===== src/logic/touch_key_map.vh =====
`ifndef TOUCH_KEY_MAP_VH
`define TOUCH_KEY_MAP_VH
`define TK_NKEYS          10
`define TK_ADDR_CTRL      4'h0
`define TK_ADDR_STAT      4'h4
`define TK_CTRL_RST       8'h00
`define TK_C_FAST         2
`define TK_C_AKS          3
`define TK_C_AKS_ALL      4
`define TK_C_SYNC         5
`define TK_C_SLEEP        6
`define TK_C_SIMPLE       7
`define TK_RECAL_OFF      2'h0
`define TK_RECAL_SHORT    2'h1
`define TK_RECAL_LONG     2'h2
`define TK_CLK_HZ         100000000
`define TK_TICK_MS        500
`define TK_RECAL_SHORT_MS 10000
`define TK_RECAL_LONG_MS  60000
`define TK_NEG_RECAL_MS   2000
`define TK_DRIFT_UP_MS    2000
`define TK_DRIFT_DN_MS    500
`define TK_SLEEP_GAP_MS   100
`define TK_FULL_GAP_CYC   32'h00000010
`define TK_DI_NORM        3'h6
`define TK_DI_FAST        3'h2
`define TK_TOUCH_TH       13'h000a
`define TK_NEG_TH         13'h000a
`define TK_LFSR_SEED      7'h01
`define TK_RX_SKIP_BITS   5'h09
`define TK_TX_BITS        5'h13
`endif


===== src/logic/touch_key_ctrl.v =====
`timescale 1ns/10ps
`include "touch_key_map.vh"
module touch_key_ctrl #(
  parameter TICK_CYC      = `TK_TICK_MS * (`TK_CLK_HZ / 1000),
  parameter SLEEP_GAP_CYC = `TK_SLEEP_GAP_MS * (`TK_CLK_HZ / 1000)
) (
  input  wire        core_clk_i,
  input  wire        nrst_i,
  input  wire [3:0]  reg_addr_i,
  input  wire [15:0] reg_wdata_i,
  input  wire        reg_wr_i,
  input  wire        reg_rd_i,
  output reg  [15:0] reg_rdata_o,
  output reg         burst_go_o,
  output reg  [1:0]  burst_sel_o,
  output wire [3:0]  spread_code_o,
  input  wire        burst_done_i,
  input  wire        sample_vld_i,
  input  wire [3:0]  sample_key_i,
  input  wire [11:0] sample_val_i,
  input  wire        line_lock_and_sleep_pin_i,
  output reg         sleep_idle_o,
  output reg         touch_wake_o,
  output reg  [9:0]  key_state_o,
  output reg         change_n_o,
  output reg         cal_done_o,
  input  wire        ser_rx_i,
  output reg         ser_tx_o,
  output reg         ser_tx_oe_o
);
  localparam [15:0] T_REC_S = `TK_RECAL_SHORT_MS / `TK_TICK_MS;
  localparam [15:0] T_REC_L = `TK_RECAL_LONG_MS / `TK_TICK_MS;
  localparam [15:0] T_NEG   = `TK_NEG_RECAL_MS / `TK_TICK_MS;
  localparam [15:0] T_UP    = `TK_DRIFT_UP_MS / `TK_TICK_MS;
  localparam [15:0] T_DN    = `TK_DRIFT_DN_MS / `TK_TICK_MS;
  localparam [1:0] S_WAIT = 2'h0, S_GO = 2'h1, S_BUSY = 2'h2, S_GAP = 2'h3;
  localparam [1:0] U_IDLE = 2'h0, U_MEAS = 2'h1, U_SKIP = 2'h2, U_TX = 2'h3;

  function [1:0] grp;
    input [3:0] n;
    begin
      grp = (n >= 4'h8) ? 2'h2 : {1'b0, n[1]};
    end
  endfunction

  reg  [7:0]  ctrl_r;
  reg  [31:0] div_r;
  reg  [15:0] tick_r;
  reg  [1:0]  st_r;
  reg  [31:0] gap_r;
  reg  [6:0]  lfsr_r;
  reg         pin_s1_r, pin_s2_r, pin_s3_r;
  reg         rx_s1_r, rx_s2_r;
  reg         sleep_act_r;
  reg  [9:0]  cal_pend_r;
  reg  [9:0]  neg_r;
  reg  [9:0]  dval_r;
  reg  [11:0] ref_m [0:9];
  reg  [2:0]  integ_m [0:9];
  reg  [15:0] tstamp_m [0:9];
  reg  [15:0] negst_m [0:9];
  reg  [15:0] dstamp_m [0:9];
  reg  [129:0] dflat_r;
  reg  [1:0]  u_r;
  reg  [15:0] baud_r, bcnt_r;
  reg  [4:0]  bits_r;
  reg  [19:0] sh_r;
  reg         tx_done;

  // Effective configuration
  wire       simple   = ctrl_r[`TK_C_SIMPLE];
  wire       aks_on   = ctrl_r[`TK_C_AKS];
  wire       aks_all  = ctrl_r[`TK_C_AKS_ALL];
  wire       sleep_en = ctrl_r[`TK_C_SLEEP];
  wire [1:0] rsel     = simple ? `TK_RECAL_LONG : ctrl_r[1:0];
  wire       fast_on  = ctrl_r[`TK_C_FAST] & ~aks_on & ~simple;
  wire       sync_on  = ctrl_r[`TK_C_SYNC] & ~sleep_en & ~simple;
  wire       pin_edge = pin_s2_r & ~pin_s3_r;
  wire [15:0] rec_lim = (rsel == `TK_RECAL_SHORT) ? T_REC_S :
                        (rsel == `TK_RECAL_LONG) ? T_REC_L : 16'h0000;

  // Current sample
  wire [3:0]  k      = sample_key_i;
  wire        kv     = sample_vld_i && (k < 4'ha);
  wire [11:0] cur_ref = ref_m[k];
  wire [2:0]  cur_int = integ_m[k];
  wire [12:0] delta  = {1'b0, cur_ref} - {1'b0, sample_val_i};
  wire [12:0] ndelta = {1'b0, sample_val_i} - {1'b0, cur_ref};
  wire        over   = ~delta[12] && (delta >= `TK_TOUCH_TH);
  wire        negdir = delta[12] && (ndelta >= `TK_NEG_TH);
  wire [15:0] age    = tick_r - tstamp_m[k];
  wire [15:0] nage   = tick_r - negst_m[k];
  wire [15:0] dage   = tick_r - dstamp_m[k];
  wire [9:0]  beat;

  // A stronger detecting key in the same group, or in any group when aks_all is set, outvotes this one
  genvar j;
  generate
    for (j = 0; j < 10; j = j + 1) begin : g_aks
      localparam [3:0] JJ = j;
      wire [12:0] dj = dflat_r[j*13 +: 13];
      assign beat[j] = aks_on && (JJ != k) && dval_r[j] &&
                       (aks_all || (grp(JJ) == grp(k))) &&
                       ~dj[12] && (dj >= `TK_TOUCH_TH) &&
                       ((dj > delta) || ((dj == delta) && (JJ < k)));
    end
  endgenerate

  wire touch = over && ~|beat;

  reg [11:0] ref_nxt;
  reg [2:0]  int_nxt;
  reg        st_nxt, recal, stamp_on, dset;
  always @* begin
    ref_nxt  = cur_ref;
    int_nxt  = cur_int;
    st_nxt   = key_state_o[k];
    recal    = 1'b0;
    stamp_on = 1'b0;
    dset     = 1'b0;
    if (cal_pend_r[k]) begin
      ref_nxt = sample_val_i;
      int_nxt = 3'h0;
      st_nxt  = 1'b0;
      dset    = 1'b1;
    end else if ((rec_lim != 16'h0000) && key_state_o[k] && (age >= rec_lim)) begin
      recal   = 1'b1;
      st_nxt  = 1'b0;
      int_nxt = 3'h0;
    end else if (neg_r[k] && negdir && (nage >= T_NEG)) begin
      recal   = 1'b1;
      st_nxt  = 1'b0;
      int_nxt = 3'h0;
    end else begin
      if (!key_state_o[k]) begin
        if (touch) begin
          if ((cur_int + 3'h1) >= (fast_on ? `TK_DI_FAST : `TK_DI_NORM)) begin
            st_nxt   = 1'b1;
            int_nxt  = 3'h0;
            stamp_on = 1'b1;
          end else begin
            int_nxt = cur_int + 3'h1;
          end
        end else begin
          int_nxt = 3'h0;
        end
      end else begin
        if (!touch) begin
          if ((cur_int + 3'h1) >= `TK_DI_NORM) begin
            st_nxt  = 1'b0;
            int_nxt = 3'h0;
          end else begin
            int_nxt = cur_int + 3'h1;
          end
        end else begin
          int_nxt = 3'h0;
        end
      end
      // Drift only while idle so a slow touch is not absorbed
      if (!key_state_o[k] && !over) begin
        if (~delta[12] && (delta != 13'h0000) && (dage >= T_UP)) begin
          ref_nxt = cur_ref - 12'h001;
          dset    = 1'b1;
        end else if (delta[12] && (dage >= T_DN)) begin
          ref_nxt = cur_ref + 12'h001;
          dset    = 1'b1;
        end
      end
    end
  end

  wire onset = kv && st_nxt && !key_state_o[k];

  // Per-key memories, no reset: cal_pend_r gates their first use, dval_r that of dflat_r
  always @(posedge core_clk_i) begin
    if (kv) begin
      ref_m[k]   <= ref_nxt;
      integ_m[k] <= int_nxt;
      dflat_r[k*13 +: 13] <= delta;
      if (stamp_on) begin
        tstamp_m[k] <= tick_r;
      end
      if (negdir && !neg_r[k]) begin
        negst_m[k] <= tick_r;
      end
      if (dset) begin
        dstamp_m[k] <= tick_r;
      end
    end
  end

  // Key state, calibration and change flag
  always @(posedge core_clk_i or negedge nrst_i) begin
    if (!nrst_i) begin
      key_state_o <= 10'h000;
      cal_pend_r  <= 10'h3ff;
      neg_r       <= 10'h000;
      dval_r      <= 10'h000;
      cal_done_o  <= 1'b0;
      change_n_o  <= 1'b1;
    end else begin
      if (kv) begin
        key_state_o[k] <= st_nxt;
        cal_pend_r[k]  <= recal;
        neg_r[k]       <= negdir && !cal_pend_r[k];
        dval_r[k]      <= 1'b1;
      end
      cal_done_o <= ~|cal_pend_r;
      // Key change wins over the clear at reply end
      if (kv && (st_nxt != key_state_o[k])) begin
        change_n_o <= 1'b0;
      end else if (tx_done) begin
        change_n_o <= 1'b1;
      end
    end
  end

  // Register port, time base, pin synchronisers
  always @(posedge core_clk_i or negedge nrst_i) begin
    if (!nrst_i) begin
      ctrl_r      <= `TK_CTRL_RST;
      reg_rdata_o <= 16'h0000;
      div_r       <= 32'h00000000;
      tick_r      <= 16'h0000;
      pin_s1_r    <= 1'b0;
      pin_s2_r    <= 1'b0;
      pin_s3_r    <= 1'b0;
      rx_s1_r     <= 1'b1;
      rx_s2_r     <= 1'b1;
    end else begin
      pin_s1_r <= line_lock_and_sleep_pin_i;
      pin_s2_r <= pin_s1_r;
      pin_s3_r <= pin_s2_r;
      rx_s1_r  <= ser_rx_i;
      rx_s2_r  <= rx_s1_r;
      if (div_r >= TICK_CYC - 1) begin
        div_r  <= 32'h00000000;
        tick_r <= tick_r + 16'h0001;
      end else begin
        div_r <= div_r + 32'h00000001;
      end
      if (reg_wr_i && (reg_addr_i == `TK_ADDR_CTRL)) begin
        ctrl_r <= reg_wdata_i[7:0];
      end
      reg_rdata_o <= 16'h0000;
      if (reg_rd_i) begin
        case (reg_addr_i)
          `TK_ADDR_CTRL: reg_rdata_o <= {8'h00, ctrl_r};
          `TK_ADDR_STAT: reg_rdata_o <= {3'h0, ~change_n_o, sleep_act_r,
                                         cal_done_o, key_state_o};
          default:       reg_rdata_o <= 16'h0000;
        endcase
      end
    end
  end

  // Burst sequencer, sleep and wake
  assign spread_code_o = lfsr_r[3:0];
  always @(posedge core_clk_i or negedge nrst_i) begin
    if (!nrst_i) begin
      st_r         <= S_GO;
      burst_go_o   <= 1'b0;
      burst_sel_o  <= 2'h0;
      gap_r        <= 32'h00000000;
      lfsr_r       <= `TK_LFSR_SEED;
      sleep_act_r  <= 1'b0;
      touch_wake_o <= 1'b0;
      sleep_idle_o <= 1'b0;
    end else begin
      burst_go_o <= 1'b0;
      case (st_r)
        S_WAIT: begin
          if (!sync_on || pin_edge) begin
            st_r <= S_GO;
          end
        end
        S_GO: begin
          burst_go_o <= 1'b1;
          lfsr_r     <= {lfsr_r[5:0], lfsr_r[6] ^ lfsr_r[5]};
          st_r       <= S_BUSY;
        end
        S_BUSY: begin
          if (burst_done_i) begin
            if (burst_sel_o != 2'h2) begin
              burst_sel_o <= burst_sel_o + 2'h1;
              st_r        <= S_GO;
            end else begin
              burst_sel_o <= 2'h0;
              gap_r       <= 32'h00000000;
              st_r        <= sync_on ? S_WAIT : S_GAP;
            end
          end
        end
        S_GAP: begin
          gap_r <= gap_r + 32'h00000001;
          if (sleep_act_r ? (gap_r >= SLEEP_GAP_CYC - 1) :
              (gap_r >= `TK_FULL_GAP_CYC - 32'h00000001)) begin
            st_r <= S_GO;
          end
        end
        default: st_r <= S_WAIT;
      endcase
      sleep_idle_o <= sleep_act_r && (st_r == S_GAP);
      if (!sleep_en) begin
        sleep_act_r  <= 1'b0;
        touch_wake_o <= 1'b0;
      end else if (onset && sleep_act_r) begin
        sleep_act_r  <= 1'b0;
        touch_wake_o <= 1'b1;
      end else if (pin_edge) begin
        sleep_act_r  <= 1'b1;
        touch_wake_o <= 1'b0;
      end
    end
  end

  // Serial slave: start bit length sets baud, reply follows request
  always @(posedge core_clk_i or negedge nrst_i) begin
    if (!nrst_i) begin
      u_r         <= U_IDLE;
      baud_r      <= 16'h0001;
      bcnt_r      <= 16'h0000;
      bits_r      <= 5'h00;
      sh_r        <= 20'hfffff;
      ser_tx_o    <= 1'b1;
      ser_tx_oe_o <= 1'b0;
      tx_done     <= 1'b0;
    end else begin
      tx_done <= 1'b0;
      case (u_r)
        U_IDLE: begin
          if (!rx_s2_r) begin
            bcnt_r <= 16'h0001;
            u_r    <= U_MEAS;
          end
        end
        U_MEAS: begin
          if (rx_s2_r) begin
            baud_r <= bcnt_r;
            bcnt_r <= 16'h0000;
            bits_r <= 5'h00;
            u_r    <= U_SKIP;
          end else if (bcnt_r != 16'hffff) begin
            bcnt_r <= bcnt_r + 16'h0001;
          end
        end
        U_SKIP: begin
          if (bcnt_r >= baud_r - 16'h0001) begin
            bcnt_r <= 16'h0000;
            bits_r <= bits_r + 5'h01;
            if (bits_r == `TK_RX_SKIP_BITS - 5'h01) begin
              sh_r <= {1'b1, cal_done_o, sleep_act_r, 4'h0, key_state_o[9:8],
                       1'b0, 1'b1, key_state_o[7:0], 1'b0};
              ser_tx_o    <= 1'b0;
              ser_tx_oe_o <= 1'b1;
              bits_r      <= 5'h00;
              u_r         <= U_TX;
            end
          end else begin
            bcnt_r <= bcnt_r + 16'h0001;
          end
        end
        U_TX: begin
          if (bcnt_r >= baud_r - 16'h0001) begin
            bcnt_r <= 16'h0000;
            bits_r <= bits_r + 5'h01;
            sh_r   <= {1'b1, sh_r[19:1]};
            ser_tx_o <= sh_r[1];
            if (bits_r == `TK_TX_BITS) begin
              ser_tx_o    <= 1'b1;
              ser_tx_oe_o <= 1'b0;
              tx_done     <= 1'b1;
              u_r         <= U_IDLE;
            end
          end else begin
            bcnt_r <= bcnt_r + 16'h0001;
          end
        end
        default: u_r <= U_IDLE;
      endcase
    end
  end
endmodule


===== config.mk =====
export PLATFORM = sky130hd
export DESIGN_NAME = touch_key_ctrl
export DESIGN_NICKNAME = d
export VERILOG_FILES = /design/src/logic/touch_key_ctrl.v
export VERILOG_INCLUDE_DIRS = /design/src /design/src/logic
export SDC_FILE = /design/constraint.sdc
export NUM_CORES = 2
export LEC_CHECK = 0
export BUFFER_PORTS_ARGS = -buffer_cell sky130_fd_sc_hd__clkbuf_2
export CORE_ASPECT_RATIO = 0.75
export CORE_UTILIZATION = 55
export CTS_BUF_LIST = sky130_fd_sc_hd__clkbuf_4 sky130_fd_sc_hd__clkbuf_8
export DETAILED_ROUTE_END_ITERATION = 16
export GPL_ROUTABILITY_DRIVEN = 0
export PLACE_DENSITY = 0.79
export SYNTH_ARGS = -nofsm -noshare
export SYNTH_HDL_FRONTEND = slang
export SYNTH_SLANG_ARGS = --single-unit

===== constraint.sdc =====
create_clock -name core_clk_i -period 15.8 [get_ports core_clk_i]
set_input_delay 0.79 -clock core_clk_i [delete_from_list [all_inputs] [get_ports core_clk_i]]
set_output_delay 0.79 -clock core_clk_i [all_outputs]
set_load 0.05 [all_outputs]

======== After elaboration in Yosys (flattened, before gate mapping) ========
Memory sizes are Yosys's and may differ from the RTL's.
Index checks and enable logic that the tools add are counted.
word-level totals
  memories kept ........................... 5
  memory bits (writable) .................. 630
  bits in registers ....................... 358
memories
  memory    depth  bits a word  read ports  clocked after Yosys merged registers in  write ports  line                 text
  dstamp_m  10     16           1           0                                        1            touch_key_ctrl.v:62  reg [15:0] dstamp_m [0:9];
  negst_m   10     16           1           0                                        1            touch_key_ctrl.v:61  reg [15:0] negst_m [0:9];
  tstamp_m  10     16           1           0                                        1            touch_key_ctrl.v:60  reg [15:0] tstamp_m [0:9];
  ref_m     10     12           1           0                                        1            touch_key_ctrl.v:58  reg [11:0] ref_m [0:9];
  integ_m   10     3            1           0                                        1            touch_key_ctrl.v:59  reg [2:0] integ_m [0:9];
operators by class
  shift operators ......................... 2
  bitwise logic cells ..................... 23
  multiplexer cells ....................... 120
  eq/ne operators ......................... 47
  multiply operators ...................... 1
  reduce and logical (&&, ||, !) cells .... 135
  $lt $le $gt $ge ......................... 46
  add/sub/neg operators ................... 16
operators by type and width
  kind                                                                                    count
  13-bit by 4-bit greater-or-equal comparator with 1-bit output (second input constant)   12
  130-bit bitwise mux                                                                     1
  13-bit == test                                                                          10
  13-bit > comparator                                                                     10
  13-bit by 34-bit variable shift with 130-bit output (first input constant)              1
  13-bit by 34-bit indexed part select with 130-bit output                                1
  32-bit two-way mux                                                                      3
  1-bit logical AND                                                                       91
  12-bit two-way mux                                                                      6
  32-bit by 1-bit adder with 32-bit output (second input constant)                        2
  16-bit two-way mux                                                                      4
  32-bit one-hot mux with 2 select lines                                                  1
  20-bit two-way mux                                                                      3
  1-bit two-way mux                                                                       57
  16-bit one-hot mux with 3 select lines                                                  1
  16-bit subtractor                                                                       3
  20-bit one-hot mux with 2 select lines                                                  1
  8-bit negation with 34-bit output                                                       1
  16-bit by 1-bit adder with 16-bit output (second input constant)                        2
  16-bit by 3-bit greater-or-equal comparator with 1-bit output (second input constant)   2
  32-bit by 24-bit greater-or-equal comparator with 1-bit output (second input constant)  1
  32-bit by 26-bit greater-or-equal comparator with 1-bit output (second input constant)  1
  32-bit by 4-bit greater-or-equal comparator with 1-bit output (second input constant)   1
  10-bit bitwise mux                                                                      3
  other kinds (68)                                                                        172

======== Logic depth before layout (Yosys ltp) ========
  depth after elaboration ................. 21
  depth in mapped cells ................... 31

======== Least setup slack after synthesis ========
Ideal clock, no wire load.
  path type ............................... input to register
  start ................................... input sample_key_i[0]
  end ..................................... memory tstamp_m[5][0] (enable)
  required time ........................... 15,370 ps
  cell stages on the path ................. 29
  path buffers ............................ 11
  library setup time ...................... 430 ps
  setup slack ............................. 7,143 ps
  arrival time ............................ 8,226 ps
  cell sequence ........................... buf_4 -> buf_4 -> buf_4 -> buf_4 -> buf_4 -> buf_4 -> buf_2 -> buf_2 -> buf_2 -> mux2i_1 -> nand2_1 -> o21ai_0 -> inv_1 -> ha_1 -> clkbuf_1 -> o31ai_1 -> nand2_1 -> clkbuf_1 -> ha_1 -> nand2_1 -> a311o_1 -> a21oi_1 -> a211o_1 -> maj3_1 -> nand3b_1 -> a21oi_1 -> nor4_1 -> nand3_1 -> nor4_1
between the ends
  word-level cells in the longest chain between the ends .. 19
  elaborated cells on any way between the ends .. 169
RTL lines
  item                                                                                                     line                 text
  from (decl)                                                                                              touch_key_ctrl.v:19  input wire [3:0] sample_key_i,
  parallel branches: the longest is 19 deep, another holds 12-bit by 12-bit subtractor with 13-bit output  -
  to (decl)                                                                                                touch_key_ctrl.v:60
Several ways; the timed one is not identified. The select of a mux whose other input is x is not followed.

======== Worst setup path in the final report ========
  start ................................... input sample_key_i[1]
  end ..................................... memory tstamp_m[5][14] (enable)
The elaborated chain is that of the path after synthesis.

==> summary.txt <==
Placement
  – I/O Buffers: 71
  – Dpl hpwl: slightly below 80,000 um
  – Number of placed instances with taps included: 4,910

Logic synthesis
  – Library cells used by synthesis: 100
  – Ys async rst share: 0.2269
  – Number of synthesized flops with an enable pin: 760
  – Primary FF master, synth: edfxtp_1
  – Seq/Total Area, Yosys: 0.5886
  – Yosys Warn Count: 0
  – Flops & latches, synth: 983
  – Average size of a mapped cell: 12.84 um^2
  – Mapped Cells: between 3,000 and 4,000
  – Post-synthesis instance area: 48,330 um^2

Drt
  – Total number of vias: approximately 33,000
  – DR DRC count: 0
  – Via/cell ratio: 6.334
  – Final ANT Viol Nets: 0
  – WL final: 119,700 um
  – Per-cell routed wire length: approximately 23 um
  – DRT Pass-1 Iters: 6
  – DR iter-0 viols: 3,862

Timing
  – Finish-stage setup viols: 0
  – RSZ-0062 raised after global routing: false
  – Slew Limit Fails: 0
  – Fin crit share: 0.5789
  – Final Hold Vio Count: 0
  – Max Freq: 109.3 MHz
  – Final Skew: 32.71 ps
  – Worst slew pin tran: between 1000 and 1500 ps
  – Slew HR: 0.1522
  – Final min period: 9146 ps
  – Final setup TNS: 0 ps

Clocking
  – CTS Buf Count: 146
  – Worst-case clock buffer depth: 3
  – Post_cts resized: 0
  – Clock slew at the register clock pins of the worst setup and hold paths: 80 ps
  – Hold_buf cts: 3
  – CTS sink cnt: 983
  – CTS tree: done
  – Setup Fix Bufs, Post-CTS: 0
  – Worst-skew pair later-pin latency: between 800 and 900 ps
  – CTS H-Tree Depth: 4
  – CTS root buf: clkbuf_8

Critical path
  – Reg-to-reg startpoint: ref_m[3][2]$_DFFE_PP_
  – Worst setup startpoint: sample_key_i[1]
  – RR Endpoint: tstamp_m[5][14]$_DFFE_PP_
  – Crit start category: primary input
  – Worst endpoint required time: about 16,000 ps
  – Crit path to: tstamp_m[5][14]$_DFFE_PP_
  – Worst Path Buf+Inv: 6
  – Cell mode on critical path: buf_4
  – Critical path's largest stage delay: 1010 ps
  – R2R depth: 23
  – Reg2reg setup slack: between 7000 and 8000 ps
  – Setup CP Type: in2reg
  – Crit path max fanout: 43
  – CP arrival: around 9600 ps
  – CP endpoint kind: register
  – Levels on crit path: 28
  – Slowest CP cell: nand3_1
  – Delay-heaviest family, CP: simple AND/OR/NAND/NOR gates

Hold path
  – Hold crit path type: in2reg

Floorplan
  – Die height: 258.7 um
  – Die boundary width: 344.3 um
  – I/O Pins: 83
  – Die area: just under 90,000 um^2
  – Core Area: approximately 86,000 um^2
  – Row count: 93
  – Starting Density: 0.5590

Global routing
  – First-pass GRT wire length: 184,600 um
  – Total Routing Usage GR: 0.2716
  – Vias in the first global route: roughly 32,000
  – Initial antenna violation count: 2
  – Largest net degree at the start of global routing: 97
  – Total congestion overflow: 0

Final layout
  – Area grow syn2layout: 10.21%
  – Net count, final: ~4,200
  – Cell Count, Final, Fillers Out: between 5,000 and 6,000
  – Proportion of layout cells with a drive suffix above 1: 0.1655
  – # fillers: 6,366

Power and ir drop
  – Leakage: 20.11 nW
  – PwrDens: 127.0 nW/um^2
  – Maximum vdd drop: around 100 uV

Job
  – Number of max-cap violations: 0

Status
  – Outcome: finished clean
## through the flow
stage | total power, mW | hold slack (ps) | instance area, um^2 | utilization | setup slack (ps)
2_1_floorplan | 4.186 | 331.2 | 48360 | - | 7143
3_3_place_gp | 4.603 | 344.4 | 50240 | 0.5811 | 6374
3_5_place_dp | 4.653 | 344.1 | 50240 | 0.5811 | 6174
4_1_cts | 6.775 | 119.0 | 53250 | 0.6160 | 7018
5_1_grt | 7.067 | 148.8 | 53270 | 0.6161 | 6283
6_report | 6.766 | 169.8 | 53270 | 0.6161 | 6654
## worst register-to-register path: stages, from the launching register on
cell and delay [ps]:
edfxtp_1 370, mux4_2 470, mux2_2 290, o21ai_1 440
inv_1 170, ha_1 610, a32oi_2 260, a21o_1 240
and2_1 220, o21ai_0 300, xnor2_2 140, buf_4 370
ha_1 340, a21oi_1 120, o21ai_0 90, a21oi_1 150
o21ai_0 110, maj3_2 330, a221oi_2 230, o32ai_1 250
nor4_1 710, nand3_1 1010, nor4_2 470, buf_4 350
## cell families after synthesis
kind of cell | Yosys count | synth area share
DFF | 983 | 0.5886
adders and majority gates | 241 | 0.06286
AOI/OAI and AO/OA | 631 | 0.08859
xor gates and xnor gates | 125 | 0.02379
and+or+nand+nor | 1233 | 0.1201
muxes | 275 | 0.09245
buffers and inverters | 275 | 0.02353
other | 1 | 0.00007759
## metal layers
layer  vias up  GRT usage  part of all wire  routed length [um]
li1      14610          -                 -                   -
met2      1754     0.3965              0.43               51910
met5         -          0           0.00012                  14
met4         2    0.07891             0.026                3099
met3       248    0.06727              0.12               13820
met1     16240     0.4039              0.43               50880
## synth_stat cells (47+ instances only)
cell / count / share of area
a21oi_1: 99 / 0.010
clkbuf_1: 102 / 0.0079
dfrtp_1: 188 / 0.097
edfxtp_1: 760 / 0.47
ha_1: 229 / 0.059
inv_1: 113 / 0.0088
mux2i_1: 101 / 0.021
mux4_2: 133 / 0.062
nand2_1: 416 / 0.032
nand3_1: 102 / 0.011
nand4_1: 50 / 0.0065
nor2_1: 320 / 0.025
nor3_1: 61 / 0.0063
nor4_1: 47 / 0.0061
o21ai_0: 168 / 0.017
xnor2_1: 68 / 0.012
xor2_1: 53 / 0.0096
## sequential cells by signal, summed over array words and instances (netlist names), 18 cells and up
register / cells
ref_m: 120
tstamp_m: 160
dstamp_m: 160
div_r: 32
sh_r: 18
dflat_r: 130
negst_m: 160
integ_m: 30
gap_r: 32
## layout by cell type, fill, tap and decap left out, types with 55 or more instances in the layout
master / count
o21ai_0: 168
buf_4: 89
a21oi_1: 99
mux2i_1: 101
ha_1: 229
inv_1: 113
nand3_1: 102
xnor2_1: 63
edfxtp_1: 760
clkbuf_2: 66
mux4_2: 133
dfrtp_1: 188
nor3_1: 55
nor2_1: 320
clkbuf_8: 152
nand2_1: 416
## where the power goes
group | internal, mW | total, mW | switching, mW
Sequential | 2.98 | 3.10 | 0.121
Combinational | 0.550 | 1.54 | 0.985
Clock | 1.11 | 2.13 | 1.02
## final cells by class
cell class	instances	area, um^2	area share
repair buffers	161	1079	0.02025
clock buffers	198	2437	0.04576
clock inverters	71	548.0	0.01029
multi-input cells	2514	18890	0.3546
well taps	1140	1426	0.02678
flip-flops and latches	983	28450	0.5340
diodes	5	12.51	0.0002349
inverters	115	431.7	0.008104
## worst min path at each step
stage,startpoint,end,slack [ps],depth (start not counted)
after global routing,reg_wdata_i[0],ctrl_r[0]$_DFFE_PN0P_,150,2
after detailed placement,pin_s1_r$_DFF_PN0_,pin_s2_r$_DFF_PN0_,340,0
after CTS,reg_wdata_i[0],ctrl_r[0]$_DFFE_PN0P_,120,2
after global placement,pin_s1_r$_DFF_PN0_,pin_s2_r$_DFF_PN0_,340,0
after floorplan,pin_s1_r$_DFF_PN0_,pin_s2_r$_DFF_PN0_,330,0
final,reg_wdata_i[0],ctrl_r[0]$_DFFE_PN0P_,170,2
Note: power is estimated with default switching activity, not from simulation.
